### config.mk
export PLATFORM = sky130hd
export DESIGN_NAME = call_jump_move_executor
export DESIGN_NICKNAME = d
export VERILOG_FILES = /design/src/call_jump_move_pkg.sv /design/src/call_jump_move_executor.sv
export SDC_FILE = /design/constraint.sdc
export NUM_CORES = 1
export LEC_CHECK = 0
export BUFFER_PORTS_ARGS = -buffer_cell sky130_fd_sc_hd__buf_2
export CORE_MARGIN = 1
export CORE_UTILIZATION = 35
export CTS_BUF_LIST = sky130_fd_sc_hd__clkbuf_8
export CTS_CLUSTER_DIAMETER = 60
export DETAILED_ROUTE_END_ITERATION = 8
export GPL_TIMING_DRIVEN = 0
export HOLD_SLACK_MARGIN = 0.02
export PLACE_DENSITY = 0.52
export REMOVE_ABC_BUFFERS = 1
export SYNTH_ARGS = -nofsm -noshare
export SYNTH_HDL_FRONTEND = slang
export SYNTH_SLANG_ARGS = --single-unit
### constraint.sdc
create_clock -name clk_sys -period 3.9 [get_ports clk_sys]
set_clock_uncertainty 0.1 [all_clocks]
set_input_delay 0.39 -clock clk_sys [delete_from_list [all_inputs] [get_ports clk_sys]]
set_output_delay 0.39 -clock clk_sys [all_outputs]
set_load 0.05 [all_outputs]
### src/call_jump_move_pkg.sv
package call_jump_move_pkg;
    // direct addresses of the registers this slice keeps itself
    localparam logic [7:0] ADDR_ACC = 8'hE0;
    localparam logic [7:0] ADDR_SP = 8'h81;
    localparam logic [7:0] ADDR_PTR_LO = 8'h82;
    localparam logic [7:0] ADDR_PTR_HI = 8'h83;
    localparam logic [7:0] ADDR_HIGH_LATCH = 8'hA0;
    localparam logic [3:0] BIT_AREA_BASE = 4'h2;
    // reset values
    localparam logic [7:0] SP_RESET = 8'h07;
    localparam logic [7:0] HIGH_RESET = 8'hFF;
    localparam logic [15:0] PC_RESET = 16'h0000;
    // opcodes
    localparam logic [7:0] OPC_BRANCH = 8'h02;
    localparam logic [7:0] OPC_CALL = 8'h12;
    localparam logic [7:0] OPC_LOAD_PTR = 8'h90;
    localparam logic [7:0] OPC_C_TO_BIT = 8'h92;
    localparam logic [7:0] OPC_BIT_TO_C = 8'hA2;
    localparam logic [7:0] OPC_CODE_PTR = 8'h93;
    localparam logic [7:0] OPC_CODE_PC = 8'h83;
    // external strobe width, a least time rounded up
    localparam int CLK_NS = 20;
    localparam int STROBE_NS = 40;
    localparam int STROBE_CYC = (STROBE_NS + CLK_NS - 1) / CLK_NS;
    localparam logic [1:0] STROBE_LAST = 2'(STROBE_CYC - 1);
    typedef enum logic [3:0] {
        ST_FETCH, ST_OP, ST_B2, ST_B3, ST_EX, ST_IND, ST_SRC, ST_DST,
        ST_DIND, ST_BIT, ST_PUSH, ST_CODE, ST_XRI, ST_XA, ST_XL, ST_XS
    } state_t;
    typedef enum logic [3:0] {
        C_MOVB, C_BITC, C_BITW, C_CALL, C_BRANCH, C_PTR,
        C_CODED, C_CODEP, C_XRD, C_XWR, C_BAD
    } cls_t;
    typedef enum logic [2:0] {K_NONE, K_A, K_REG, K_DIR, K_IND, K_IMM} opnd_t;
endpackage

### src/call_jump_move_executor.sv
`timescale 1ns/1ps
`default_nettype none
// Functional notes
// - long_subroutine_call pushes program_counter+3 low byte first, stack index rises two
// - then program_counter takes byte two as high, byte three as low
// - long_branch loads program_counter from bytes two and three, no flags
// - opcode 02h is the three-byte long_branch, high byte first
// - byte_copy copies source to destination, nothing else changes
// - byte_copy direct accumulator into accumulator is an invalid encoding
// - bit move copies source bit into destination, nothing else changes
// - bit moves only between carry and a directly addressable bit
// - data_pointer load: byte two high, byte three low, no flags
// - code_byte_load reads code at accumulator plus data_pointer or program_counter
// - program_counter base is already advanced; data_pointer base stays unchanged
// - code address add is a full 16-bit add with carry, no flags
// - external_data_transfer moves one byte between accumulator and external memory
// - indirect form drives bank pointer byte multiplexed on the low port
// - pointer form drives high byte on high port, low byte multiplexed
// - high port latch keeps its value while the high port shows the pointer
module call_jump_move_executor
    import call_jump_move_pkg::*;
(
    input wire logic clk_sys,
    input wire logic nrst,
    input wire logic [7:0] codeData,
    output logic [15:0] codeAddr,
    input wire logic [7:0] ramRdata,
    output logic [7:0] ramAddr,
    output logic [7:0] ramWdata,
    output logic ramWe,
    input wire logic [1:0] bankSel,
    input wire logic [7:0] lowIn,
    output logic [7:0] lowOut,
    output logic lowOe_n,
    output logic [7:0] highOut,
    output logic addrLatch,
    output logic readStrobe_n,
    output logic writeStrobe_n,
    output logic invalidOp,
    output logic [7:0] accValue,
    output logic [15:0] ptrValue,
    output logic [7:0] stackTop,
    output logic [15:0] pcValue,
    output logic carryFlag,
    output logic [7:0] portHighLatch
);
    typedef struct packed {
        state_t st;
        cls_t cls;
        opnd_t srcK;
        opnd_t dstK;
        logic [1:0] len;
        logic [7:0] opc;
        logic [7:0] b2;
        logic [7:0] b3;
        logic [7:0] val;
        logic [7:0] addrLo;
        logic [1:0] cnt;
        logic [15:0] pc;
        logic [7:0] sp;
        logic [7:0] acc;
        logic [15:0] dataPtr;
        logic cy;
        logic [7:0] highLatch;
        logic [15:0] codeAddr;
        logic [7:0] ramAddr;
        logic [7:0] ramWdata;
        logic ramWe;
        logic [7:0] lowOut;
        logic lowOe_n;
        logic [7:0] highOut;
        logic ale;
        logic rd_n;
        logic wr_n;
        logic badOp;
    } core_t;

    typedef struct packed {
        cls_t cls;
        opnd_t srcK;
        opnd_t dstK;
        logic [1:0] len;
    } dec_t;

    core_t s_r;
    core_t s_nxt;

    ////////////////////////////////////////////////////////////////////////////
    // opcode decode; anything outside this slice falls to the invalid class
    function automatic dec_t decode(input logic [7:0] o);
        dec_t d;
        d = '{C_MOVB, K_NONE, K_NONE, 2'd1};
        casez (o)
            8'b1110_1???: d = '{C_MOVB, K_REG, K_A, 2'd1};
            8'b1110_0101: d = '{C_MOVB, K_DIR, K_A, 2'd2};
            8'b1110_011?: d = '{C_MOVB, K_IND, K_A, 2'd1};
            8'b0111_0100: d = '{C_MOVB, K_IMM, K_A, 2'd2};
            8'b1111_1???: d = '{C_MOVB, K_A, K_REG, 2'd1};
            8'b1010_1???: d = '{C_MOVB, K_DIR, K_REG, 2'd2};
            8'b0111_1???: d = '{C_MOVB, K_IMM, K_REG, 2'd2};
            8'b1111_0101: d = '{C_MOVB, K_A, K_DIR, 2'd2};
            8'b1000_1???: d = '{C_MOVB, K_REG, K_DIR, 2'd2};
            8'b1000_0101: d = '{C_MOVB, K_DIR, K_DIR, 2'd3};
            8'b1000_011?: d = '{C_MOVB, K_IND, K_DIR, 2'd2};
            8'b0111_0101: d = '{C_MOVB, K_IMM, K_DIR, 2'd3};
            8'b1111_011?: d = '{C_MOVB, K_A, K_IND, 2'd1};
            8'b1010_011?: d = '{C_MOVB, K_DIR, K_IND, 2'd2};
            8'b0111_011?: d = '{C_MOVB, K_IMM, K_IND, 2'd2};
            OPC_BIT_TO_C: d.cls = C_BITC;
            OPC_C_TO_BIT: d.cls = C_BITW;
            OPC_CALL: d.cls = C_CALL;
            OPC_BRANCH: d.cls = C_BRANCH;
            OPC_LOAD_PTR: d.cls = C_PTR;
            OPC_CODE_PTR: d.cls = C_CODED;
            OPC_CODE_PC: d.cls = C_CODEP;
            8'b1110_00?0, 8'b1110_0011: d.cls = C_XRD;
            8'b1111_00?0, 8'b1111_0011: d.cls = C_XWR;
            default: d.cls = C_BAD;
        endcase
        if (d.cls inside {C_BITC, C_BITW}) begin
            d.len = 2'd2;
        end
        if (d.cls inside {C_CALL, C_BRANCH, C_PTR}) begin
            d.len = 2'd3;
        end
        return d;
    endfunction

    // direct address view: own registers first, everything else from ram port
    function automatic logic [7:0] dirView(input core_t s, input logic [7:0] a,
                                           input logic [7:0] rv);
        unique case (a)
            ADDR_ACC: return s.acc;
            ADDR_SP: return s.sp;
            ADDR_PTR_LO: return s.dataPtr[7:0];
            ADDR_PTR_HI: return s.dataPtr[15:8];
            ADDR_HIGH_LATCH: return s.highLatch;
            default: return rv;
        endcase
    endfunction

    ////////////////////////////////////////////////////////////////////////////
    // operand addresses shared by several states
    logic [7:0] regAddr;
    logic [7:0] indAddr;
    logic [7:0] srcDir;
    logic [7:0] dstDir;
    logic [7:0] immVal;
    logic [7:0] bitByte;
    logic badAcc;
    dec_t dec;

    assign regAddr = {3'b000, bankSel, s_r.opc[2:0]};
    assign indAddr = {3'b000, bankSel, 2'b00, s_r.opc[0]};
    assign srcDir = s_r.b2;
    // only the direct-to-direct copy carries its destination in byte three
    assign dstDir = (s_r.srcK == K_DIR) ? s_r.b3 : s_r.b2;
    assign immVal = (s_r.dstK == K_DIR) ? s_r.b3 : s_r.b2;
    // low bit addresses live in the bit area, high ones in 8-aligned registers
    assign bitByte = s_r.b2[7] ? {s_r.b2[7:3], 3'b000} : {BIT_AREA_BASE, s_r.b2[6:3]};
    assign badAcc = s_r.cls == C_MOVB && s_r.srcK == K_DIR && s_r.dstK == K_A
        && s_r.b2 == ADDR_ACC;
    assign dec = decode(codeData);

    ////////////////////////////////////////////////////////////////////////////
    // next-state logic; direct writes are funnelled through one port at the end
    always_comb begin
        logic wrDir;
        logic [7:0] wrAddr;
        logic [7:0] wrVal;
        logic [7:0] bv;
        wrDir = 1'b0;
        wrAddr = dstDir;
        wrVal = s_r.val;
        bv = dirView(s_r, bitByte, ramRdata);
        s_nxt = s_r;
        s_nxt.ramWe = 1'b0;
        s_nxt.badOp = 1'b0;
        s_nxt.ale = 1'b0;
        unique case (s_r.st)
            ST_FETCH: begin
                s_nxt.codeAddr = s_r.pc;
                s_nxt.st = ST_OP;
            end
            ST_OP: begin
                s_nxt.opc = codeData;
                s_nxt.cls = dec.cls;
                s_nxt.srcK = dec.srcK;
                s_nxt.dstK = dec.dstK;
                s_nxt.len = dec.len;
                s_nxt.pc = s_r.pc + 16'h0001;
                s_nxt.codeAddr = s_r.pc + 16'h0001;
                s_nxt.st = (dec.len == 2'd1) ? ST_EX : ST_B2;
            end
            ST_B2: begin
                s_nxt.b2 = codeData;
                s_nxt.pc = s_r.pc + 16'h0001;
                s_nxt.codeAddr = s_r.pc + 16'h0001;
                s_nxt.st = (s_r.len == 2'd3) ? ST_B3 : ST_EX;
            end
            ST_B3: begin
                s_nxt.b3 = codeData;
                s_nxt.pc = s_r.pc + 16'h0001;
                s_nxt.st = ST_EX;
            end
            ST_EX: begin
                s_nxt.st = ST_FETCH;
                unique case (s_r.cls)
                    C_MOVB: begin
                        if (badAcc) begin
                            s_nxt.badOp = 1'b1;
                        end else begin
                            unique case (s_r.srcK)
                                K_A: begin
                                    s_nxt.val = s_r.acc;
                                    s_nxt.st = ST_DST;
                                end
                                K_IMM: begin
                                    s_nxt.val = immVal;
                                    s_nxt.st = ST_DST;
                                end
                                K_REG: begin
                                    s_nxt.ramAddr = regAddr;
                                    s_nxt.st = ST_SRC;
                                end
                                K_DIR: begin
                                    s_nxt.ramAddr = srcDir;
                                    s_nxt.st = ST_SRC;
                                end
                                K_IND: begin
                                    s_nxt.ramAddr = indAddr;
                                    s_nxt.st = ST_IND;
                                end
                                K_NONE: s_nxt.st = ST_FETCH;
                            endcase
                        end
                    end
                    C_BITC, C_BITW: begin
                        s_nxt.ramAddr = bitByte;
                        s_nxt.st = ST_BIT;
                    end
                    C_CALL: begin
                        s_nxt.sp = s_r.sp + 8'h01;
                        s_nxt.ramAddr = s_r.sp + 8'h01;
                        s_nxt.ramWdata = s_r.pc[7:0];
                        s_nxt.ramWe = 1'b1;
                        s_nxt.st = ST_PUSH;
                    end
                    C_BRANCH: s_nxt.pc = {s_r.b2, s_r.b3};
                    C_PTR: s_nxt.dataPtr = {s_r.b2, s_r.b3};
                    C_CODED: begin
                        s_nxt.codeAddr = s_r.dataPtr + {8'h00, s_r.acc};
                        s_nxt.st = ST_CODE;
                    end
                    C_CODEP: begin
                        s_nxt.codeAddr = s_r.pc + {8'h00, s_r.acc};
                        s_nxt.st = ST_CODE;
                    end
                    C_XRD, C_XWR: begin
                        if (s_r.opc[1]) begin
                            s_nxt.ramAddr = indAddr;
                            s_nxt.st = ST_XRI;
                        end else begin
                            s_nxt.addrLo = s_r.dataPtr[7:0];
                            s_nxt.highOut = s_r.dataPtr[15:8];
                            s_nxt.st = ST_XA;
                        end
                    end
                    C_BAD: s_nxt.badOp = 1'b1;
                endcase
            end
            ST_IND: begin
                s_nxt.ramAddr = ramRdata;
                s_nxt.st = ST_SRC;
            end
            ST_SRC: begin
                s_nxt.val = (s_r.srcK == K_DIR) ? dirView(s_r, srcDir, ramRdata) : ramRdata;
                s_nxt.st = ST_DST;
            end
            ST_DST: begin
                s_nxt.st = ST_FETCH;
                unique case (s_r.dstK)
                    K_A: s_nxt.acc = s_r.val;
                    K_REG: begin
                        s_nxt.ramAddr = regAddr;
                        s_nxt.ramWdata = s_r.val;
                        s_nxt.ramWe = 1'b1;
                    end
                    K_DIR: wrDir = 1'b1;
                    K_IND: begin
                        s_nxt.ramAddr = indAddr;
                        s_nxt.st = ST_DIND;
                    end
                    K_NONE, K_IMM: s_nxt.st = ST_FETCH;
                endcase
            end
            ST_DIND: begin
                s_nxt.ramAddr = ramRdata;
                s_nxt.ramWdata = s_r.val;
                s_nxt.ramWe = 1'b1;
                s_nxt.st = ST_FETCH;
            end
            ST_BIT: begin
                // read-modify-write touches only the addressed bit
                if (s_r.cls == C_BITC) begin
                    s_nxt.cy = bv[s_r.b2[2:0]];
                end else begin
                    bv[s_r.b2[2:0]] = s_r.cy;
                    wrDir = 1'b1;
                    wrAddr = bitByte;
                    wrVal = bv;
                end
                s_nxt.st = ST_FETCH;
            end
            ST_PUSH: begin
                s_nxt.sp = s_r.sp + 8'h01;
                s_nxt.ramAddr = s_r.sp + 8'h01;
                s_nxt.ramWdata = s_r.pc[15:8];
                s_nxt.ramWe = 1'b1;
                s_nxt.pc = {s_r.b2, s_r.b3};
                s_nxt.st = ST_FETCH;
            end
            ST_CODE: begin
                s_nxt.acc = codeData;
                s_nxt.st = ST_FETCH;
            end
            ST_XRI: begin
                s_nxt.addrLo = ramRdata;
                s_nxt.st = ST_XA;
            end
            ST_XA: begin
                s_nxt.lowOut = s_r.addrLo;
                s_nxt.lowOe_n = 1'b0;
                s_nxt.ale = 1'b1;
                s_nxt.st = ST_XL;
            end
            ST_XL: begin
                // address stays on the port for a cycle after the latch pulse falls,
                // so the memory never sees data while it still latches the address
                if (!s_r.ale) begin
                    s_nxt.cnt = STROBE_LAST;
                    if (s_r.cls == C_XWR) begin
                        s_nxt.lowOut = s_r.acc;
                        s_nxt.wr_n = 1'b0;
                    end else begin
                        s_nxt.lowOe_n = 1'b1;
                        s_nxt.rd_n = 1'b0;
                    end
                    s_nxt.st = ST_XS;
                end
            end
            ST_XS: begin
                if (s_r.cnt == 2'd0) begin
                    if (s_r.cls == C_XRD) begin
                        s_nxt.acc = lowIn;
                    end
                    s_nxt.rd_n = 1'b1;
                    s_nxt.wr_n = 1'b1;
                    s_nxt.lowOe_n = 1'b1;
                    s_nxt.highOut = s_r.highLatch;
                    s_nxt.st = ST_FETCH;
                end else begin
                    s_nxt.cnt = s_r.cnt - 2'd1;
                end
            end
        endcase
        // direct-address writes: own registers or the ram port
        if (wrDir) begin
            unique case (wrAddr)
                ADDR_ACC: s_nxt.acc = wrVal;
                ADDR_SP: s_nxt.sp = wrVal;
                ADDR_PTR_LO: s_nxt.dataPtr[7:0] = wrVal;
                ADDR_PTR_HI: s_nxt.dataPtr[15:8] = wrVal;
                ADDR_HIGH_LATCH: begin
                    s_nxt.highLatch = wrVal;
                    s_nxt.highOut = wrVal;
                end
                default: begin
                    s_nxt.ramAddr = wrAddr;
                    s_nxt.ramWdata = wrVal;
                    s_nxt.ramWe = 1'b1;
                end
            endcase
        end
    end

    // state register; ports idle released, strobes inactive
    always_ff @(posedge clk_sys or negedge nrst) begin
        if (!nrst) begin
            s_r <= '0;
            s_r.st <= ST_FETCH;
            s_r.pc <= PC_RESET;
            s_r.sp <= SP_RESET;
            s_r.highLatch <= HIGH_RESET;
            s_r.highOut <= HIGH_RESET;
            s_r.lowOe_n <= 1'b1;
            s_r.rd_n <= 1'b1;
            s_r.wr_n <= 1'b1;
        end else begin
            s_r <= s_nxt;
        end
    end

    assign codeAddr = s_r.codeAddr;
    assign ramAddr = s_r.ramAddr;
    assign ramWdata = s_r.ramWdata;
    assign ramWe = s_r.ramWe;
    assign lowOut = s_r.lowOut;
    assign lowOe_n = s_r.lowOe_n;
    assign highOut = s_r.highOut;
    assign addrLatch = s_r.ale;
    assign readStrobe_n = s_r.rd_n;
    assign writeStrobe_n = s_r.wr_n;
    assign invalidOp = s_r.badOp;
    assign accValue = s_r.acc;
    assign ptrValue = s_r.dataPtr;
    assign stackTop = s_r.sp;
    assign pcValue = s_r.pc;
    assign carryFlag = s_r.cy;
    assign portHighLatch = s_r.highLatch;
endmodule
`default_nettype wire

==> results of run 1 <==
-- state kept, by name, indices dropped and copies added (netlist names) --
signal	flops
s_r	42
codeAddr	16
pcValue	16
ptrValue	16
accValue	8
highOut	8
lowOut	8
portHighLatch	8
ramAddr	8
ramWdata	8
srcDir	8
stackTop	8
regAddr	2
addrLatch	1
carryFlag	1
indAddr	1
invalidOp	1
lowOe_n	1
ramWe	1
readStrobe_n	1
writeStrobe_n	1
-- synth_stat cells, drive strengths merged, types with 8 or more instances --
cell    count  area [um2]
o21ai     109         549
buf       125         907
ha         12         150
mux2i     142        1420
mux2       40         454
a21boi     13        97.6
a22oi       9        67.6
a221o      11         110
inv        31         116
a222oi     22         220
or3         8        50.1
nand3      48         258
a221oi     15         131
a21oi     111         559
nand2     143         537
nor2      110         413
o22ai      21         131
a31oi       9        56.3
dfrtp     142        3550
dfstp      22         578
clkbuf     76         285
nor4        8        50.1
nor3       24         130
a211oi     10        75.1
nand2b     15        93.8
nor2b      24         150
xor2       12         105
xnor2      11        96.3
a21o       14         105
-- cell type report --
type                       instances  area (um2)  area share
clock buffer                      19         262      0.0197
clock inverter                    13         123     0.00923
inverter                          32         120     0.00904
multi-input combinational       1065        7210       0.543
sequential                       164        4140       0.312
tap                              455         569      0.0428
timing repair buffer             153         862      0.0649
-- what timing repair did --
action	CTS	global route
hold buffers	1	0
endpoints found under the setup margin	64	54
cloned	1	1
resized for setup	17	7
pin swaps	1	0
endpoints found under the hold margin	74	0
setup buffers	3	5
-- metal layers --
layer,up-vias,wire (um),global-route usage
li1,5205,-,-
met1,5715,22000,0.387
met2,657,20800,0.390
met3,129,4220,0.0554
met4,2,2230,0.105
met5,-,13,0
-- stage by stage --
stage / TNS (ns) / instance area (um2)
floorplan: -4.08 / 11300
global placement: -220.40 / 12600
detailed placement: -26.70 / 12700
CTS: 0 / 13200
global route: 0 / 13300
finish: 0 / 13300
-- power breakdown --
part / switching, mW / leakage (nW) / internal (mW)
sequential: 1.52 / 1.91 / 2.41
combinational: 4.43 / 3.70 / 2.10
clock: 0.744 / 0.192 / 0.548
total: 6.69 / 5.80 / 5.06
-- cells by family (layout without fill, tap and decap cells) --
group / Yosys count / count (layout) / share of synthesized area
fa+ha+maj: 13 / 13 / 0.0136
compound gates: 417 / 418 / 0.221
simple gates: 428 / 429 / 0.165
buf+inv: 233 / 217 / 0.105
xor+xnor: 23 / 23 / 0.0161
flops: 164 / 164 / 0.330
mux: 182 / 182 / 0.150
-- worst min-delay path, cell delays in order --
cell     delay, ns
buf_2         0.21
nand2_1       0.11
nand2_1       0.05
-- worst paths after layout --
check | start | to | slack [ns] | cells past startpoint
worst min register to register | codeAddr[2]$_DFFE_PN0P_ | codeAddr[2]$_DFFE_PN0P_ | 0.38 | 2
worst max register to register | s_r[167]$_DFFE_PN0P_ | ptrValue[9]$_DFF_PN0_ | 0.17 | 6
max in group asynchronous | nrst | stackTop[0]$_DFF_PN1_ | 2.48 | 3
worst min-delay path | codeData[0] | indAddr[0]$_DFFE_PN0P_ | 0.19 | 3
worst max-delay path | s_r[167]$_DFFE_PN0P_ | ptrValue[9]$_DFF_PN0_ | 0.17 | 6
min in group asynchronous | nrst | codeAddr[9]$_DFFE_PN0P_ | 0.34 | 2
==> metrics, run 1 <==
final hold viol count 0; critical path peak fanout 21; Post-Syn Area per Cell 8.58 um2; status completed; Filler cells 3,658; final setup vio count 0; Placement Setup Slack -1.08 ns; synthesized cell area 12,500 um2; chip width 191 um; Max-Cap Viols 0; Final nets 1,474; vias in the first global route 11,000; most common cell after layout, fill and taps aside nand2_1; crit path kind flop to flop; Leak 5.80 nW; slew margin rel. 0.184; final setup margin 0.169 ns; PD cells 884 nW/um2; Post-Layout Cell Count 1,901; Die Ht 191 um; WP buf/inv 1; commonest cells after routing, fill and taps aside nand2_1, mux2i_1, buf_2, dfrtp_1, a21oi_1; placer congestion estimate 0.941; EDFF count, synth 0; Rows 68; GR Util All Layers 0.269; Final Cycle Share 0.957; layout cells sized above 1 0.196; Synth async-reset ratio 1.00; drt total wl 49,400 um; Crit path max-delay family simple AND/OR/NAND/NOR gates; Synth Flop Type dfrtp_1; Slew Limit Fails 0; Die ar. 36,500 um2; Clock Tree Buf Depth 2; RSZ-0062 raised after global routing false; Port Buffers 138; Inst Count DP 1,858; flops & latches, synth 164; synth unique cells 84; crit path cell chain nand2b_1, nor3_2, buf_6, nand3_1, mux2i_1, mux2i_1; sequential fraction of the synthesis area 0.330; max incr delay on CP 0.83 ns; Skew-Pair Late Insertion Delay 0.50 ns; warnings from Yosys 0; gr ovfl total 0; FMAX 268 MHz; crit path capture type flop; worst endpoint required time 4.13 ns; CTS H-Tree Depth 4; Mapped Cells 1,460; Slew @ Worst Pin 1.22 ns; first-pass GRT wire length 72,700 um; post-DP HPWL 35,000 um; worst ir drop on vdd 0.412 mV; core region area 34,900 um2; Core Util, Final 0.381; Critical-path top delay cell nand3_1; Min Hold Slack 0.194 ns; initial DRC count 1,351; clock root buffer clkbuf_8; crit-path most repeated cell mux2i_1; drt pass-1 iters 6; P&R area growth vs syn 6.13%; cts bufs inserted 17; # clock sinks 164; CTS tree done; Routed Antenna Nets 0; via count 11,700; DRC Markers 0; Worst setup SP type flop; initial antenna violation count 1; n_diodes 0; crit path DAT 3.97 ns; clk slew on worst S/H paths 0.10 ns; Avg WL per Cell 26.0 um; vias per cell 6.16; Ports 139; total power 11.8 mW; Final Critical Period 3.73 ns; Hold/Removal Path Class input port to flop; largest net degree at the start of global routing 88; starting density of the core 0.359
Note: power is estimated with default switching activity, not from simulation.
==> run 2, diff against run 1 <==
--- a/config.mk
+++ b/config.mk
@@ -7,14 +7,15 @@
 export LEC_CHECK = 0
 export BUFFER_PORTS_ARGS = -buffer_cell sky130_fd_sc_hd__buf_2
 export CORE_MARGIN = 1
-export CORE_UTILIZATION = 35
+export CORE_UTILIZATION = 40
 export CTS_BUF_LIST = sky130_fd_sc_hd__clkbuf_8
 export CTS_CLUSTER_DIAMETER = 60
 export DETAILED_ROUTE_END_ITERATION = 8
 export GPL_TIMING_DRIVEN = 0
 export HOLD_SLACK_MARGIN = 0.02
-export PLACE_DENSITY = 0.52
+export PLACE_DENSITY = 0.58
 export REMOVE_ABC_BUFFERS = 1
+export SKIP_CTS_REPAIR_TIMING = 1
 export SYNTH_ARGS = -nofsm -noshare
 export SYNTH_HDL_FRONTEND = slang
 export SYNTH_SLANG_ARGS = --single-unit
==> run 2 against run 1 <==
  * Sequential share of layout area up 0.12 points
  * Worst hold slack worse by 0.0062 ns
  * Sequential power about the same
  * Die area down 12%
  * Combinational power down 0.6%
  * Worst setup slack better by 0.027 ns
  * Via count up 0.77%
  * Clock-buffer cell count down 2
  * Critical path depth up 1
  * Wire length down 3.6%
  * Critical endpoint is now ptrValue[0]$_DFF_PN0_
  * Largest cell class unchanged
  * Highest routed layer unchanged
==> metrics, run 2 (synthesized netlist as in run 1, its figures left out) <==
Skew-Pair Late Insertion Delay 0.48 ns (-0.02 ns); Die Ht 179 um (-6.4%); # clock sinks 164 (unchanged); worst endpoint required time 4.11 ns (-0.02 ns); final setup vio count 0 (unchanged); cts bufs inserted 17 (unchanged); Max-Cap Viols 0 (unchanged); P&R area growth vs syn 5.73%; Rows 64 (-5.9%); GR Util All Layers 0.289 (+0.0195); DRC Markers 0 (unchanged); drt pass-1 iters 8 (+2); Slew Limit Fails 0 (unchanged); crit path capture type flop; status completed; Min Hold Slack 0.188 ns (-0.00620 ns); Clock Tree Buf Depth 2 (unchanged); layout cells sized above 1 0.196 (about the same); vias per cell 6.40 (+4.0%); FMAX 270 MHz (+0.72%); sum of negative setup slack 0 ns (unchanged); clk slew on worst S/H paths 0.11 ns (about the same); Die ar. 32,000 um2 (-12%); gr ovfl total 0 (unchanged); Reg with most FFs s_r; Routed Antenna Nets 0 (unchanged); Leak 5.81 nW (+0.19%); Ports 139 (unchanged); largest net degree at the start of global routing 100 (+14%); initial DRC count 1,537 (+14%); chip width 179 um (-6.4%); Slew @ Worst Pin 1.20 ns (-0.0270 ns); placer congestion estimate 0.956 (+1.6%); WHS Path Cells 3 (unchanged); crit path kind flop to flop; Port Buffers 138 (unchanged); Worst setup SP type flop; vias in the first global route 10,500 (-4.4%); slew margin rel. 0.202 (+0.0180); drt total wl 47,600 um (-3.6%); Final Critical Period 3.70 ns (-0.0267 ns); post-DP HPWL 33,400 um (-4.5%); max FFs per register 42 (unchanged); CTS tree done; initial antenna violation count 2 (+1); Final Cycle Share 0.950 (-0.00685); Final nets 1,473 (-0.068%); worst ir drop on vdd 0.485 mV (+18%); PD cells 883 nW/um2 (-0.16%); first-pass GRT wire length 68,200 um (-6.1%); commonest cells after routing, fill and taps aside nand2_1, mux2i_1, buf_2, dfrtp_1, a21oi_1; Hold/Removal Path Class input port to flop; starting density of the core 0.408 (+0.0493); most common cell after layout, fill and taps aside nand2_1; clock root buffer clkbuf_8; total power 11.7 mW (-0.55%); Reg2Reg Depth 7 (+1); via count 11,800 (+0.77%); CTS H-Tree Depth 4 (unchanged); core region area 30,700 um2 (-12%); critical path peak fanout 19 (-9.5%); final hold viol count 0 (unchanged); crit path DAT 3.91 ns (-0.06 ns); Avg WL per Cell 25.8 um (-0.50%)
==> run 2: cell count changes in the layout (fill, tap and decap cells not counted), sizes merged, moves of 2 or more <==
cell,change
clkbuf,-2
inv,+2
clkinvlp,-2
clkinv,+3
==> run 2: stage by stage <==
step,instances,worst slack [ns],utilization,area (um2)
2_1_floorplan,1259,-0.349,-,11300
5_1_grt,1841,-0.000276,0.432,13200
4_1_cts,1830,-1.06,0.426,13100
3_3_place_gp,1793,-2.61,0.408,12500
6_report,1842,0.196,0.432,13200
3_5_place_dp,1798,-1.05,0.413,12700
==> run 2: cell type report <==
| cell class | count | area [um2] |
|---|---|---|
| diodes | 1 | 2.50 |
| clock buffers | 17 | 234 |
| clock inverters | 15 | 158 |
| fillers | 3061 | 17400 |
| inverters | 32 | 120 |
| multi-input cells | 1065 | 7200 |
| flip-flops and latches | 164 | 4140 |
| well taps | 396 | 495 |
| repair buffers | 152 | 885 |
==> run 2: worst paths after layout <==
kind | from | to | slack [ns]
min in group asynchronous | nrst | codeAddr[10]$_DFFE_PN0P_ | 0.33
setup / recovery | srcDir[5]$_DFFE_PN0P_ | ptrValue[0]$_DFF_PN0_ | 0.20
hold / removal | codeData[2] | regAddr[2]$_DFFE_PN0P_ | 0.19
setup reg to reg | srcDir[5]$_DFFE_PN0P_ | ptrValue[0]$_DFF_PN0_ | 0.20
hold reg to reg | lowOut[0]$_DFFE_PN0P_ | lowOut[0]$_DFFE_PN0P_ | 0.38
max in group asynchronous | nrst | stackTop[0]$_DFF_PN1_ | 2.48
==> run 2: per-layer routing <==
layer | routed length (um) | GRT usage
met1 | 21200 | 0.417
met2 | 20400 | 0.415
met5 | 10 | 0
met3 | 3990 | 0.0556
met4 | 2010 | 0.121
==> run 2: report_power, final <==
| group | switching (mW) | internal (mW) |
|---|---|---|
| clock network | 0.800 | 0.483 |
| logic | 4.38 | 2.11 |
| registers | 1.51 | 2.41 |
| total | 6.69 | 5.00 |
==> run 2: critical path: stages (launching register included) <==
cell and delay, ns:
dfrtp_1 0.77, nor4bb_4 0.99, mux2i_1 0.32, nor2_1 0.06
a21oi_1 0.14, nor2_1 0.06, a21oi_1 0.92, mux2i_1 0.17
